File: config.mk
export PLATFORM = sky130hd
export DESIGN_NAME = spi_eeprom_slave_front_end
export DESIGN_NICKNAME = d
export VERILOG_FILES = /design/src/core/eeprom_pkg.sv /design/src/core/mem_if.sv /design/src/core/byte_mem.sv /design/src/core/pin_sync.sv /design/src/core/spi_eeprom_slave_front_end.sv
export SDC_FILE = /design/constraint.sdc
export NUM_CORES = 2
export LEC_CHECK = 0
export BUFFER_PORTS_ARGS = -buffer_cell sky130_fd_sc_hd__buf_4
export CAP_MARGIN = 20
export CORE_ASPECT_RATIO = 1.4
export CORE_MARGIN = 5
export CORE_UTILIZATION = 33
export DETAILED_ROUTE_END_ITERATION = 16
export PLACE_DENSITY = 0.44
export RECOVER_POWER = 100
export SYNTH_ARGS = -nofsm -noshare
export SYNTH_HDL_FRONTEND = slang
export SYNTH_SLANG_ARGS = --single-unit
export TNS_END_PERCENT = 5
File: constraint.sdc
create_clock -name clk -period 5.5 [get_ports clk]
set_clock_uncertainty 0.15 [all_clocks]
set_input_delay 1.1 -clock clk [delete_from_list [all_inputs] [get_ports clk]]
set_output_delay 1.1 -clock clk [all_outputs]
set_load 0.005 [all_outputs]
File: src/core/eeprom_pkg.sv
// Purpose: shared constants and types of the serial EEPROM front end
// Assumes: 200 MHz system clock, link pins sampled by that clock
// Notes: bus offsets are byte addresses on a 32-bit Avalon-MM slave
`default_nettype none
package eeprom_pkg;
   localparam int CLK_FREQ_MHZ = 200;
   localparam int WRITE_TIME_MS = 5;
   localparam int WRITE_CYCLES = WRITE_TIME_MS * 1000 * CLK_FREQ_MHZ;
   localparam int TIMER_W = 20;
   localparam int MEM_DEPTH = 256;
   localparam int PAGE_BYTES = 16;
   localparam int BUS_AW = 4;
   localparam logic [BUS_AW-1:0] STATUS_OFS = 4'h0;
   localparam logic [BUS_AW-1:0] CTRL_OFS = 4'h4;
   // bus status and control register fields
   localparam int BS_BUSY_BIT = 0;
   localparam int BS_LATCH_BIT = 1;
   localparam int BS_BP_LSB = 2;
   localparam int BS_PIN_EN_BIT = 4;
   localparam int BS_HW_GUARD_BIT = 5;
   localparam int BS_SELECTED_BIT = 6;
   localparam int BS_PAUSED_BIT = 7;
   localparam int CTRL_POWER_GOOD_BIT = 0;
   localparam logic CTRL_POWER_GOOD_RST = 1'b0;
   // serial status byte fields
   localparam int ST_READY_N_BIT = 0;
   localparam int ST_LATCH_BIT = 1;
   localparam int ST_BP_LSB = 2;
   localparam int ST_PIN_EN_BIT = 7;
   localparam logic [7:0] ST_BUSY_VALUE = 8'hFF;
   localparam logic [1:0] BP_RST = 2'h0;
   localparam logic PIN_EN_RST = 1'b0;
   // opcode: upper nibble zero, bit 3 ignored, low three bits select
   localparam logic [3:0] OP_HIGH = 4'h0;
   localparam logic [2:0] OP_SET_LATCH = 3'h6;
   localparam logic [2:0] OP_CLEAR_LATCH = 3'h4;
   localparam logic [2:0] OP_STATUS_READ = 3'h5;
   localparam logic [2:0] OP_STATUS_WRITE = 3'h1;
   localparam logic [2:0] OP_ARRAY_READ = 3'h3;
   localparam logic [2:0] OP_ARRAY_WRITE = 3'h2;
   // pin order: cs_n, hold_n, wp_n, sck, si
   localparam logic [4:0] PIN_RST = 5'h1C;

   typedef enum logic [2:0] {
      no_cmd, set_write_latch_cmd, clear_write_latch_cmd, status_read_cmd,
      status_write_cmd, array_read_cmd, array_write_cmd
   } cmd_type;

   typedef enum logic [2:0] {
      st_idle, st_opcode, st_addr, st_wdata, st_rdata, st_ignore
   } link_state_type;

   function automatic cmd_type decode_op(input logic [7:0] b);
      cmd_type c;
      c = no_cmd;
      if (b[7:4] == OP_HIGH) begin
         case (b[2:0])
            OP_SET_LATCH: c = set_write_latch_cmd;
            OP_CLEAR_LATCH: c = clear_write_latch_cmd;
            OP_STATUS_READ: c = status_read_cmd;
            OP_STATUS_WRITE: c = status_write_cmd;
            OP_ARRAY_READ: c = array_read_cmd;
            OP_ARRAY_WRITE: c = array_write_cmd;
            default: c = no_cmd;
         endcase
      end
      return c;
   endfunction : decode_op

   function automatic logic is_guarded(input logic [7:0] a, input logic [1:0] bp);
      logic g;
      g = 1'b0;
      case (bp)
         2'h1: g = (a[7:6] == 2'h3);
         2'h2: g = a[7];
         2'h3: g = 1'b1;
         default: g = 1'b0;
      endcase
      return g;
   endfunction : is_guarded
endpackage : eeprom_pkg
`default_nettype wire

File: src/core/mem_if.sv
// Purpose: port bundle between the front end and its byte store
// Assumes: one write and one read port, read data registered
// Notes: none
`timescale 1ns/10ps
`default_nettype none
interface mem_if;
   logic we;
   logic [7:0] waddr;
   logic [7:0] wdata;
   logic re;
   logic [7:0] raddr;
   logic [7:0] rdata;
   modport ctrl (output we, waddr, wdata, re, raddr, input rdata);
   modport store (input we, waddr, wdata, re, raddr, output rdata);
endinterface : mem_if
`default_nettype wire

File: src/core/byte_mem.sv
// Purpose: 256 x 8 storage array
// Assumes: read data valid one clock after re
// Notes: contents undefined until written
`timescale 1ns/10ps
`default_nettype none
module byte_mem (
   input wire logic clk,
   mem_if.store port
);
   import eeprom_pkg::*;
   logic [7:0] cells [MEM_DEPTH];

   always_ff @(posedge clk) begin
      if (port.we) begin
         cells[port.waddr] <= port.wdata;
      end
   end

   always_ff @(posedge clk) begin
      if (port.re) begin
         port.rdata <= cells[port.raddr];
      end
   end
endmodule : byte_mem
`default_nettype wire

File: src/core/pin_sync.sv
// Purpose: two-flop synchronisers for the link pins
// Assumes: each bit is an independent asynchronous level
// Notes: only the second stage leaves this module
`timescale 1ns/10ps
`default_nettype none
module pin_sync #(
   parameter int W = 5,
   parameter logic [W-1:0] RST_VAL = '0
) (
   input wire logic clk,
   input wire logic rst,
   input wire logic [W-1:0] d,
   output logic [W-1:0] q
);
   genvar i;
   generate
      for (i = 0; i < W; i++) begin : g_bit
         logic meta_r;
         always_ff @(posedge clk) begin
            if (rst) begin
               meta_r <= RST_VAL[i];
               q[i] <= RST_VAL[i];
            end else begin
               meta_r <= d[i];
               q[i] <= meta_r;
            end
         end
      end
   endgenerate
endmodule : pin_sync
`default_nettype wire

File: src/core/spi_eeprom_slave_front_end.sv
// Purpose: serial link front end of a 256-byte serial EEPROM
// Assumes: link pins asynchronous to clk, shift clock far slower than clk
// Notes: software gates power-up and watches state over Avalon-MM
//
// Behaviour
// - sample input on rising shift clock, drive output on falling; modes 0 and 3
// - opcode, address and data move most significant bit first both ways
// - first byte after select falls is the opcode, decoded when defined
// - select high and not writing: standby with output in high impedance
// - protect pin low with pin enable set freezes guard bits and enable
// - pause pin low suspends sequence, ignoring clock and input; resume after
// - pause pin held high means the device never suspends
// - ignore instructions until power-up releases, then reset to standby
// - array of 256 bytes in pages of sixteen bytes
// - single byte and page writes up to sixteen bytes, partial pages allowed
// - internal write is self-timed and finishes within five milliseconds
// - opcode encodings with bit three ignored
// - while writing, status bit zero reads one; only status read accepted
// - write latch set only by its command; cleared at power-up and after writes
`timescale 1ns/10ps
`default_nettype none
module spi_eeprom_slave_front_end #(
   parameter int unsigned WRITE_CYCLES = eeprom_pkg::WRITE_CYCLES
) (
   input wire logic clk,
   input wire logic rst,
   input wire logic [eeprom_pkg::BUS_AW-1:0] avs_address,
   input wire logic avs_read,
   input wire logic avs_write,
   input wire logic [31:0] avs_writedata,
   input wire logic [3:0] avs_byteenable,
   output logic [31:0] avs_readdata,
   output logic avs_waitrequest,
   input wire logic cs_n,
   input wire logic sck,
   input wire logic si,
   input wire logic hold_n,
   input wire logic wp_n,
   output logic so,
   output logic so_oe
);
   import eeprom_pkg::*;

   mem_if mem ();

   logic [4:0] pin_q;
   logic cs_q;
   logic hold_q;
   logic wp_q;
   logic sck_q;
   logic si_q;
   logic sck_prev_r;
   logic cs_prev_r;
   logic sck_rise;
   logic sck_fall;
   logic end_evt;

   link_state_type state_r;
   cmd_type cmd_r;
   cmd_type op_dec;
   logic [2:0] bit_cnt_r;
   logic [6:0] in_sh_r;
   logic [7:0] byte_in;
   logic byte_done;
   logic [7:0] addr_r;

   logic [7:0] out_sh_r;
   logic [2:0] out_cnt_r;
   logic oe_r;
   logic load_r;
   logic rd_req;
   logic reload;
   logic [7:0] status_byte;

   logic [7:0] page_buf_r [PAGE_BYTES];
   logic [PAGE_BYTES-1:0] page_mask_r;
   logic [3:0] page_base_r;
   logic [3:0] col_r;
   logic got_byte_r;
   logic [7:0] status_pend_r;

   logic latch_r;
   logic [1:0] bp_r;
   logic pin_en_r;
   logic busy_r;
   logic wr_status_r;
   logic [TIMER_W-1:0] timer_r;
   logic hw_guard;

   logic ack_r;
   logic power_good_r;

   byte_mem u_mem (
      .clk(clk),
      .port(mem.store)
   );

   pin_sync #(
      .W(5),
      .RST_VAL(PIN_RST)
   ) u_sync (
      .clk(clk),
      .rst(rst),
      .d({cs_n, hold_n, wp_n, sck, si}),
      .q(pin_q)
   );

   assign {cs_q, hold_q, wp_q, sck_q, si_q} = pin_q;

   // edges only count while selected and not paused
   assign sck_rise = sck_q & ~sck_prev_r & ~cs_q & hold_q;
   assign sck_fall = ~sck_q & sck_prev_r & ~cs_q & hold_q;
   assign end_evt = cs_q & ~cs_prev_r;
   assign byte_in = {in_sh_r, si_q};
   assign byte_done = sck_rise & (bit_cnt_r == 3'h7);
   assign op_dec = decode_op(byte_in);
   assign hw_guard = ~wp_q & pin_en_r;

   always_ff @(posedge clk) begin
      if (rst) begin
         sck_prev_r <= 1'b0;
         cs_prev_r <= 1'b1;
      end else begin
         sck_prev_r <= sck_q;
         cs_prev_r <= cs_q;
      end
   end

   // serial status byte, all ones while a write runs
   always_comb begin
      status_byte = '0;
      status_byte[ST_LATCH_BIT] = latch_r;
      status_byte[ST_BP_LSB +: 2] = bp_r;
      status_byte[ST_PIN_EN_BIT] = pin_en_r;
      if (busy_r) begin
         status_byte = ST_BUSY_VALUE;
      end
   end

   // link sequencer
   always_ff @(posedge clk) begin
      if (rst || !power_good_r) begin
         state_r <= st_idle;
         cmd_r <= no_cmd;
         bit_cnt_r <= 3'h0;
         in_sh_r <= 7'h00;
         addr_r <= 8'h00;
      end else if (cs_q) begin
         state_r <= st_idle;
         bit_cnt_r <= 3'h0;
      end else begin
         if (state_r == st_idle) begin
            state_r <= st_opcode;
            cmd_r <= no_cmd;
         end
         if (sck_rise) begin
            bit_cnt_r <= bit_cnt_r + 3'h1;
            in_sh_r <= {in_sh_r[5:0], si_q};
         end
         if (byte_done) begin
            case (state_r)
               st_opcode: begin
                  cmd_r <= op_dec;
                  if (busy_r && op_dec != status_read_cmd) begin
                     state_r <= st_ignore;
                  end else begin
                     case (op_dec)
                        status_read_cmd: state_r <= st_rdata;
                        status_write_cmd: state_r <= st_wdata;
                        array_read_cmd: state_r <= st_addr;
                        array_write_cmd: state_r <= st_addr;
                        default: state_r <= st_ignore;
                     endcase
                  end
               end
               st_addr: begin
                  addr_r <= byte_in;
                  state_r <= (cmd_r == array_read_cmd) ? st_rdata : st_wdata;
               end
               default: state_r <= state_r;
            endcase
         end
         if (reload && cmd_r == array_read_cmd) begin
            addr_r <= addr_r + 8'h01;  // sequential read wraps at the top
         end
      end
   end

   // array read requests: first byte after the address, next on each byte end
   assign reload = (state_r == st_rdata) && sck_fall && (out_cnt_r == 3'h7);
   always_comb begin
      rd_req = 1'b0;
      mem.raddr = addr_r + 8'h01;
      if (byte_done && state_r == st_addr && cmd_r == array_read_cmd) begin
         rd_req = 1'b1;
         mem.raddr = byte_in;
      end else if (reload && cmd_r == array_read_cmd) begin
         rd_req = 1'b1;
      end
   end
   assign mem.re = rd_req;

   // output shifter
   always_ff @(posedge clk) begin
      if (rst || cs_q || !power_good_r) begin
         oe_r <= 1'b0;
         out_cnt_r <= 3'h0;
         load_r <= 1'b0;
         so <= 1'b0;
      end else begin
         load_r <= rd_req;
         if (byte_done && state_r == st_opcode && op_dec == status_read_cmd) begin
            out_sh_r <= status_byte;
         end else if (load_r) begin
            out_sh_r <= mem.rdata;
         end else if (state_r == st_rdata && sck_fall) begin
            so <= out_sh_r[7];
            oe_r <= 1'b1;
            out_cnt_r <= out_cnt_r + 3'h1;
            out_sh_r <= {out_sh_r[6:0], 1'b0};
            if (out_cnt_r == 3'h7 && cmd_r == status_read_cmd) begin
               out_sh_r <= status_byte;  // status repeats while selected
            end
         end
      end
   end

   // output released while paused or outside the read data phase
   assign so_oe = oe_r & hold_q & (state_r == st_rdata);

   // write data capture into the page buffer
   always_ff @(posedge clk) begin
      if (rst || !power_good_r) begin
         page_mask_r <= '0;
         page_base_r <= 4'h0;
         col_r <= 4'h0;
         got_byte_r <= 1'b0;
         status_pend_r <= 8'h00;
      end else if (!cs_q) begin
         if (state_r == st_idle) begin
            got_byte_r <= 1'b0;
         end
         if (byte_done && state_r == st_addr) begin
            page_base_r <= byte_in[7:4];
            col_r <= byte_in[3:0];
            page_mask_r <= '0;
         end
         if (byte_done && state_r == st_wdata) begin
            got_byte_r <= 1'b1;
            if (cmd_r == status_write_cmd) begin
               status_pend_r <= byte_in;
            end else begin
               page_buf_r[col_r] <= byte_in;
               page_mask_r[col_r] <= 1'b1;
               col_r <= col_r + 4'h1;  // wraps within the page
            end
         end
      end
   end

   // instruction completion and self-timed write engine
   always_ff @(posedge clk) begin
      if (rst) begin
         bp_r <= BP_RST;
         pin_en_r <= PIN_EN_RST;
      end
      if (rst || !power_good_r) begin
         latch_r <= 1'b0;
         busy_r <= 1'b0;
         wr_status_r <= 1'b0;
         timer_r <= '0;
      end else if (busy_r) begin
         timer_r <= timer_r + 1'b1;
         if (timer_r == TIMER_W'(WRITE_CYCLES - 1)) begin
            busy_r <= 1'b0;
            latch_r <= 1'b0;
            if (wr_status_r) begin
               bp_r <= status_pend_r[ST_BP_LSB +: 2];
               pin_en_r <= status_pend_r[ST_PIN_EN_BIT];
            end
         end
      end else if (end_evt && bit_cnt_r == 3'h0) begin
         // only whole bytes complete an instruction
         case (cmd_r)
            set_write_latch_cmd: latch_r <= 1'b1;
            clear_write_latch_cmd: latch_r <= 1'b0;
            status_write_cmd: begin
               if (got_byte_r && latch_r && !hw_guard) begin
                  busy_r <= 1'b1;
                  wr_status_r <= 1'b1;
                  timer_r <= '0;
               end
            end
            array_write_cmd: begin
               if (got_byte_r && latch_r && !is_guarded({page_base_r, 4'h0}, bp_r)) begin
                  busy_r <= 1'b1;
                  wr_status_r <= 1'b0;
                  timer_r <= '0;
               end
            end
            default: busy_r <= 1'b0;
         endcase
      end
   end

   // commit the page during the first sixteen cycles of the write
   always_comb begin
      mem.we = 1'b0;
      mem.waddr = {page_base_r, timer_r[3:0]};
      mem.wdata = page_buf_r[timer_r[3:0]];
      if (busy_r && !wr_status_r && timer_r < TIMER_W'(PAGE_BYTES)) begin
         mem.we = page_mask_r[timer_r[3:0]];
      end
   end

   // Avalon-MM slave: one wait cycle, then the answer
   assign avs_waitrequest = (avs_read | avs_write) & ~ack_r;

   always_ff @(posedge clk) begin
      if (rst) begin
         ack_r <= 1'b0;
         avs_readdata <= 32'h0000_0000;
         power_good_r <= CTRL_POWER_GOOD_RST;
      end else begin
         ack_r <= (avs_read | avs_write) & ~ack_r;
         if (avs_read && !ack_r) begin
            avs_readdata <= 32'h0000_0000;
            case (avs_address)
               STATUS_OFS: begin
                  avs_readdata[BS_BUSY_BIT] <= busy_r;
                  avs_readdata[BS_LATCH_BIT] <= latch_r;
                  avs_readdata[BS_BP_LSB +: 2] <= bp_r;
                  avs_readdata[BS_PIN_EN_BIT] <= pin_en_r;
                  avs_readdata[BS_HW_GUARD_BIT] <= hw_guard;
                  avs_readdata[BS_SELECTED_BIT] <= ~cs_q;
                  avs_readdata[BS_PAUSED_BIT] <= ~hold_q;
               end
               CTRL_OFS: avs_readdata[CTRL_POWER_GOOD_BIT] <= power_good_r;
               default: avs_readdata <= 32'h0000_0000;
            endcase
         end
         if (avs_write && ack_r && avs_address == CTRL_OFS && avs_byteenable[0]) begin
            power_good_r <= avs_writedata[CTRL_POWER_GOOD_BIT];
         end
      end
   end
endmodule : spi_eeprom_slave_front_end
`default_nettype wire

# Yosys cells after proc, flatten, opt, wreduce, memory -nomap -nowiden
# Memories as Yosys holds them, arrays and structs flattened. A register that Yosys moved wholly into a read port is not among the register bits.
# Index checks and enable logic that the tools add are counted.
# totals
reg_bits	119
ramBits	2176
inputBits	49
out_inout_bits	35
word_cells	243
n_memories	2
# memory_table
name	depth	width	rd	rd_ports_with_merged_regs	wr	line_no	source
u_mem.cells	256	8	1	1	1	byte_mem.sv:11	logic [7:0] cells [MEM_DEPTH];
page_buf_r	16	8	1	1	1	spi_eeprom_slave_front_end.sv:75	logic [7:0] page_buf_r [PAGE_BYTES];
# classes
addsub	5
magnitude_cmp	4
n_eq_ne	35
mux	81
bitwise_logic	25
n_reduce_logical	55
# ops
op	count
$mux 16	5
$mux 20	4
$mux 8	9
$pmux 20 s2	1
$eq 3x3->1 const B	12
$mux 1	33
$mux 3	8
$eq 3x2->1 const B	7
$logic_and 1x1->1	21
$add 20x1->20 const B	1
$eq 20x20->1 const B	1
$lt 20x5->1 const B	1
$mux 4	5
$pmux 3 s6	1
$or 16x16->16	1
$and 1x1->1	12
$reduce_and 3->1	4
$reduce_bool 2->1	6
$not 1->1	11
$lt 4x5->1 const B	2
$mux 2	5
$reduce_and 2->1	5
$eq 3x1->1 const B	3
$pmux 3 s3	1
27 further kinds	46

# Depth between registers and ports, before layout
# logic_depth
ltp_word	14
depth_mapped	18

# By module
# From an unflattened synthesis, not the netlist that was laid out.
# unflattened
cells_unflattened	4592
hier_area_um2	90187.7
# modules_own_cells
module	n_inst	cells_per_inst	area_per_inst_um2
byte_mem	1	3733	79636.4
spi_eeprom_slave_front_end	1	839	10288.6
pin_sync	1	20	262.8

# Worst setup path before layout
# Ideal clock, no wire load.
# synth_path
kind	reg2reg
startpoint	register (tool-made name)
endpoint	memory u_mem.cells[0][1] (data pin)
setup_time_ns	0.552
t_arrival_ns	3.262
required_time_ns	4.798
setup_slack_ns	1.536
stages_incl_launch_ff	5
cell_sequence	dfxtp_1 -> clkbuf_1 -> buf_1 -> mux4_2 -> mux4_2
# synth_lines
element	line_no
end: declaration	byte_mem.sv:11

# Worst setup path in the final report
# layout_path
startpoint	register bit_cnt_r[1]
endpoint	register u_mem.port.rdata[5], read port of u_mem.cells (data pin)
# layout_via
elab_chain_cells	5
elab_cells_between_ends	6
cone_classes	eq/ne (1); mux (2); bitwise (1); reduce/logical (2)
# layout_lines
element	line_no	source
start: declaration	spi_eeprom_slave_front_end.sv:61	logic [2:0] bit_cnt_r;
start signal: assignment	spi_eeprom_slave_front_end.sv:157	bit_cnt_r <= bit_cnt_r + 3'h1;
$eq 3x3->1 *	spi_eeprom_slave_front_end.sv:115	assign byte_done = sck_rise & (bit_cnt_r == 3'h7);
$and 1x1->1 *	spi_eeprom_slave_front_end.sv:115	
$logic_and 1x1->1 * (2 in a row)	spi_eeprom_slave_front_end.sv:194	if (byte_done && state_r == st_addr && cmd_r == array_read_cmd) begin
$mux 8 / $mux 1 (equally long branches)	spi_eeprom_slave_front_end.sv:194	
end: declaration	mem_if.sv:14	modport store (input we, waddr, wdata, re, raddr, output rdata);
# Every way passes the cells marked *; elsewhere a longest branch is shown, timed or not.
# A chain may end at the register's enable or synchronous reset.

==> results.md <==
* Iter 0 DRT Violations at ~5,400
* Largest net degree at the start of global routing at approximately 140
* Final worst path period need at 5320 ps
* Power per cell area at around 320 mW/mm^2
* Multi-input gate area at about 0.022 mm^2
* Post-CTS setup buffer count at 0
* Final Non-Filler Cells at ~11,000
* CTS tree: built
* H-tree depth at 4
* Final worst-path cycle share at a little over nine tenths
* Setup-failing EPs final at 0
* First-pass GRT wire length at roughly 440 mm
* Top-count cell post-synth: edfxtp_1
* Share of layout cells above drive strength 1 at 10.7%
* Synth Flop Type: edfxtp_1
* Synth unique cells at a little under 90
* Clock Tree Buf Depth at 4
* Worst Reg-to-Reg Cells at 14
* Number of port buffers at 25
* Die W at 457 um
* Layout Nets at 6,854
* HP Start: u_sync.g_bit[2].meta_r
* Worst EP required at 6090 ps
* WHS Path Cells at 1
* Leakage at ~33 nW
* Outcome: finished with violations
* Post-synthesis cell count at between 6,000 and 7,000
* DIE AREA at approximately 0.29 mm^2
* Failing checks: max-capacitance violations, max-slew violations
* Post-DR vias/cell at ~5.4
* Clock-pin slew on the worst setup and hold paths at ~70 ps
* Num CTS Buffers at 226
* Register area at 0.0680 mm^2
* Syn Area/Cell at between 10 and 15 um^2
* Ranking of synthesized cells by area: edfxtp_1, nand2_1, mux2i_1
* Yosys top cell by area: edfxtp_1
* Setup TNS at 0 ps
* Critical Path End Type: flop
* Post-synth top cells: edfxtp_1, nand2_1, nand3_1, nor2_1, mux2i_1
* I/O pins at between 80 and 90
* Final number of hold-violating endpoints at 0
* Max_cap viols at 5
* WL final at 317 mm
* Pre-antenna DRT Iters at 5
* RSZ-0062 raised after global routing: false
* Vias in the first global route at ~57,000
* Residual DRC at 0
* Post-CTS sizing at 0
* Worst Hold End: u_sync.q[2]
* Flop-to-flop setup slack at roughly 180 ps
* Via Count at between 50,000 and 60,000
* Hold slack final at approximately 240 ps
* Ys async rst share at 0%
* Core area at 0.278 mm^2
* Post-DP HPWL at 199 mm
* Wire length per cell at 29.7 um
* Seq/Total Area, Yosys at around three quarters
* R2R Path Start: bit_cnt_r[1]
* #FFs+latches synth at roughly 2,300
* Gr usage total at 21.1%
* Post-Synthesis Cell Area at 0.0922 mm^2
* Worst-Skew Late Latency at just under 900 ps
* Initial antenna violation count at 19
* Max Freq at roughly 190 MHz
* Synth warn at 0
* CTS root buf: clkbuf_16
* Slew Limit Fails at about 450
* Fill cell count at ~27,000
* CP startpoint: bit_cnt_r[1]
* Die Y at around 640 um
* Hold WC Path Type: reg -> reg
* Worst slew pin tran at 2300 ps
* Share of the synthesized area in the top cell type at 71.4%
* Cell Rows at around 230
* Number of synthesized flops with an enable pin at roughly 2,200
* GPL Wtd Cong at around 0.83
* Gr ovfl total at 0
* CP arrival at between 5000 and 6000 ps
* TritonCTS Sinks at ~2,300
* Initial core utilization at about a third
* Area added between synthesis and finish at 14.0%
* Worst setup SP type: flop
* Crit Path Class: reg -> reg
* Antenna-violating nets left at 0
* Reg-to-Reg End: u_mem.port.rdata[5]
* Max VDD drop at 0.270 mV
* CP Max Fanout at 44
* Post-cts hold buffer count at 0
* Placed cell count at around 10,000
* Relative slew margins at -53.1%
[logic make-up (layout without fill, tap and decap cells)]
group	count (synthesis)	after routing	share of synthesized area [%]
AO/OA/AOI/OAI	884	884	6.67
XOR/XNOR	12	12	0.114
adder cells (fa/ha/maj)	14	14	0.190
buffers and inverters	473	830	2.55
flip-flops	2302	2302	73.8
multiplexers	339	339	4.32
other	1	31	0.00407
AND/OR/NAND/NOR	2571	2571	12.3
[registers in the layout, summed over array words and instances, names as in the netlist, 7 cells and up, named ones only]
| signal | flops |
|---|---|
| u_mem.cells | 2048 |
| out_sh_r | 8 |
| timer_r | 20 |
| addr_r | 8 |
| page_buf_r | 128 |
| u_mem.port.rdata | 8 |
| in_sh_r | 7 |
| avs_readdata | 8 |
| page_mask_r | 16 |
[layer usage]
metal / global-route usage (%) / share of wire (%) / vias to the layer above
met4: 7.99 / 4.3 / 0
li1: - / - / 25400
met5: 0 / 0 / -
met2: 37.5 / 51 / 1703
met1: 26.2 / 40 / 30100
met3: 2.58 / 5.0 / 484
[final cells by class]
class / instances / area share, %
antenna: 7 / 0.0167
multi-input combinational: 3844 / 21.1
sequential: 2302 / 64.7
inverter: 18 / 0.0643
clock buffer: 278 / 5.65
tap: 3696 / 4.40
timing repair buffer: 399 / 3.08
clock inverter: 135 / 0.962
[report_power, final]
| group | switching [mW] | internal, mW | leakage, nW |
|---|---|---|---|
| clock | 6.77 | 8.29 | 3.41 |
| sequential | 0.00349 | 18.9 | 20.1 |
| combinational | 0.0196 | 0.0130 | 9.67 |
| total | 6.80 | 27.2 | 33.2 |
[worst max path at each step]
stage,to,depth (start not counted)
after floorplan,u_mem.cells[0][1],4
after global placement,u_mem.port.rdata[7],13
after detailed placement,u_mem.port.rdata[7],13
after CTS,u_mem.port.rdata[7],13
after global routing,u_mem.port.rdata[4],13
final,u_mem.port.rdata[5],14
[cell usage in the layout (no fill, tap or decap), types with 13 or more instances in the layout]
cell / count
nor4_1: 15
a32oi_1: 164
conb_1: 24
buf_12: 43
buf_4: 245
bufinv_16: 14
o22ai_1: 17
nor2_1: 360
mux4_2: 44
a221oi_1: 19
clkbuf_4: 20
or2_2: 13
and3_1: 85
a31oi_1: 115
clkbuf_16: 230
dfxtp_1: 110
nand3_1: 389
o21ai_0: 64
mux2i_1: 283
or3_1: 13
a211oi_1: 130
a21oi_1: 216
clkinv_2: 49
and2_0: 18
edfxtp_1: 2192
ha_1: 14
inv_1: 18
a21o_1: 13
clkinv_1: 58
nand4_1: 163
nor2b_1: 15
a22oi_1: 52
nand2b_1: 16
clkbuf_1: 128
nor3_1: 35
a2111oi_0: 19
nand2_1: 1370
[critical path, stage by stage (launching register included)]
cell and delay, ps:
dfxtp_1 360, ha_1 160, ha_1 290, nand4bb_1 140, buf_4 210, nor4_2 580, or2_2 790, buf_4 470
buf_12 280, a21oi_1 70, a22oi_1 200, mux2i_1 110, o21ai_0 980, a22oi_1 160, nand4_1 170
[per-stage QoR]
stage | util [%] | setup slack (ps) | area (um^2) | power (mW)
after floorplan | - | 1540 | 92200 | 19.3
after global placement | 35.5 | 179 | 98600 | 19.3
after detailed placement | 35.5 | 307 | 98600 | 19.3
after CTS | 38.0 | 267 | 106000 | 34.3
after global routing | 37.8 | 47.7 | 105000 | 35.0
final | 37.8 | 181 | 105000 | 34.0
Note: power is estimated with default switching activity, not from simulation.
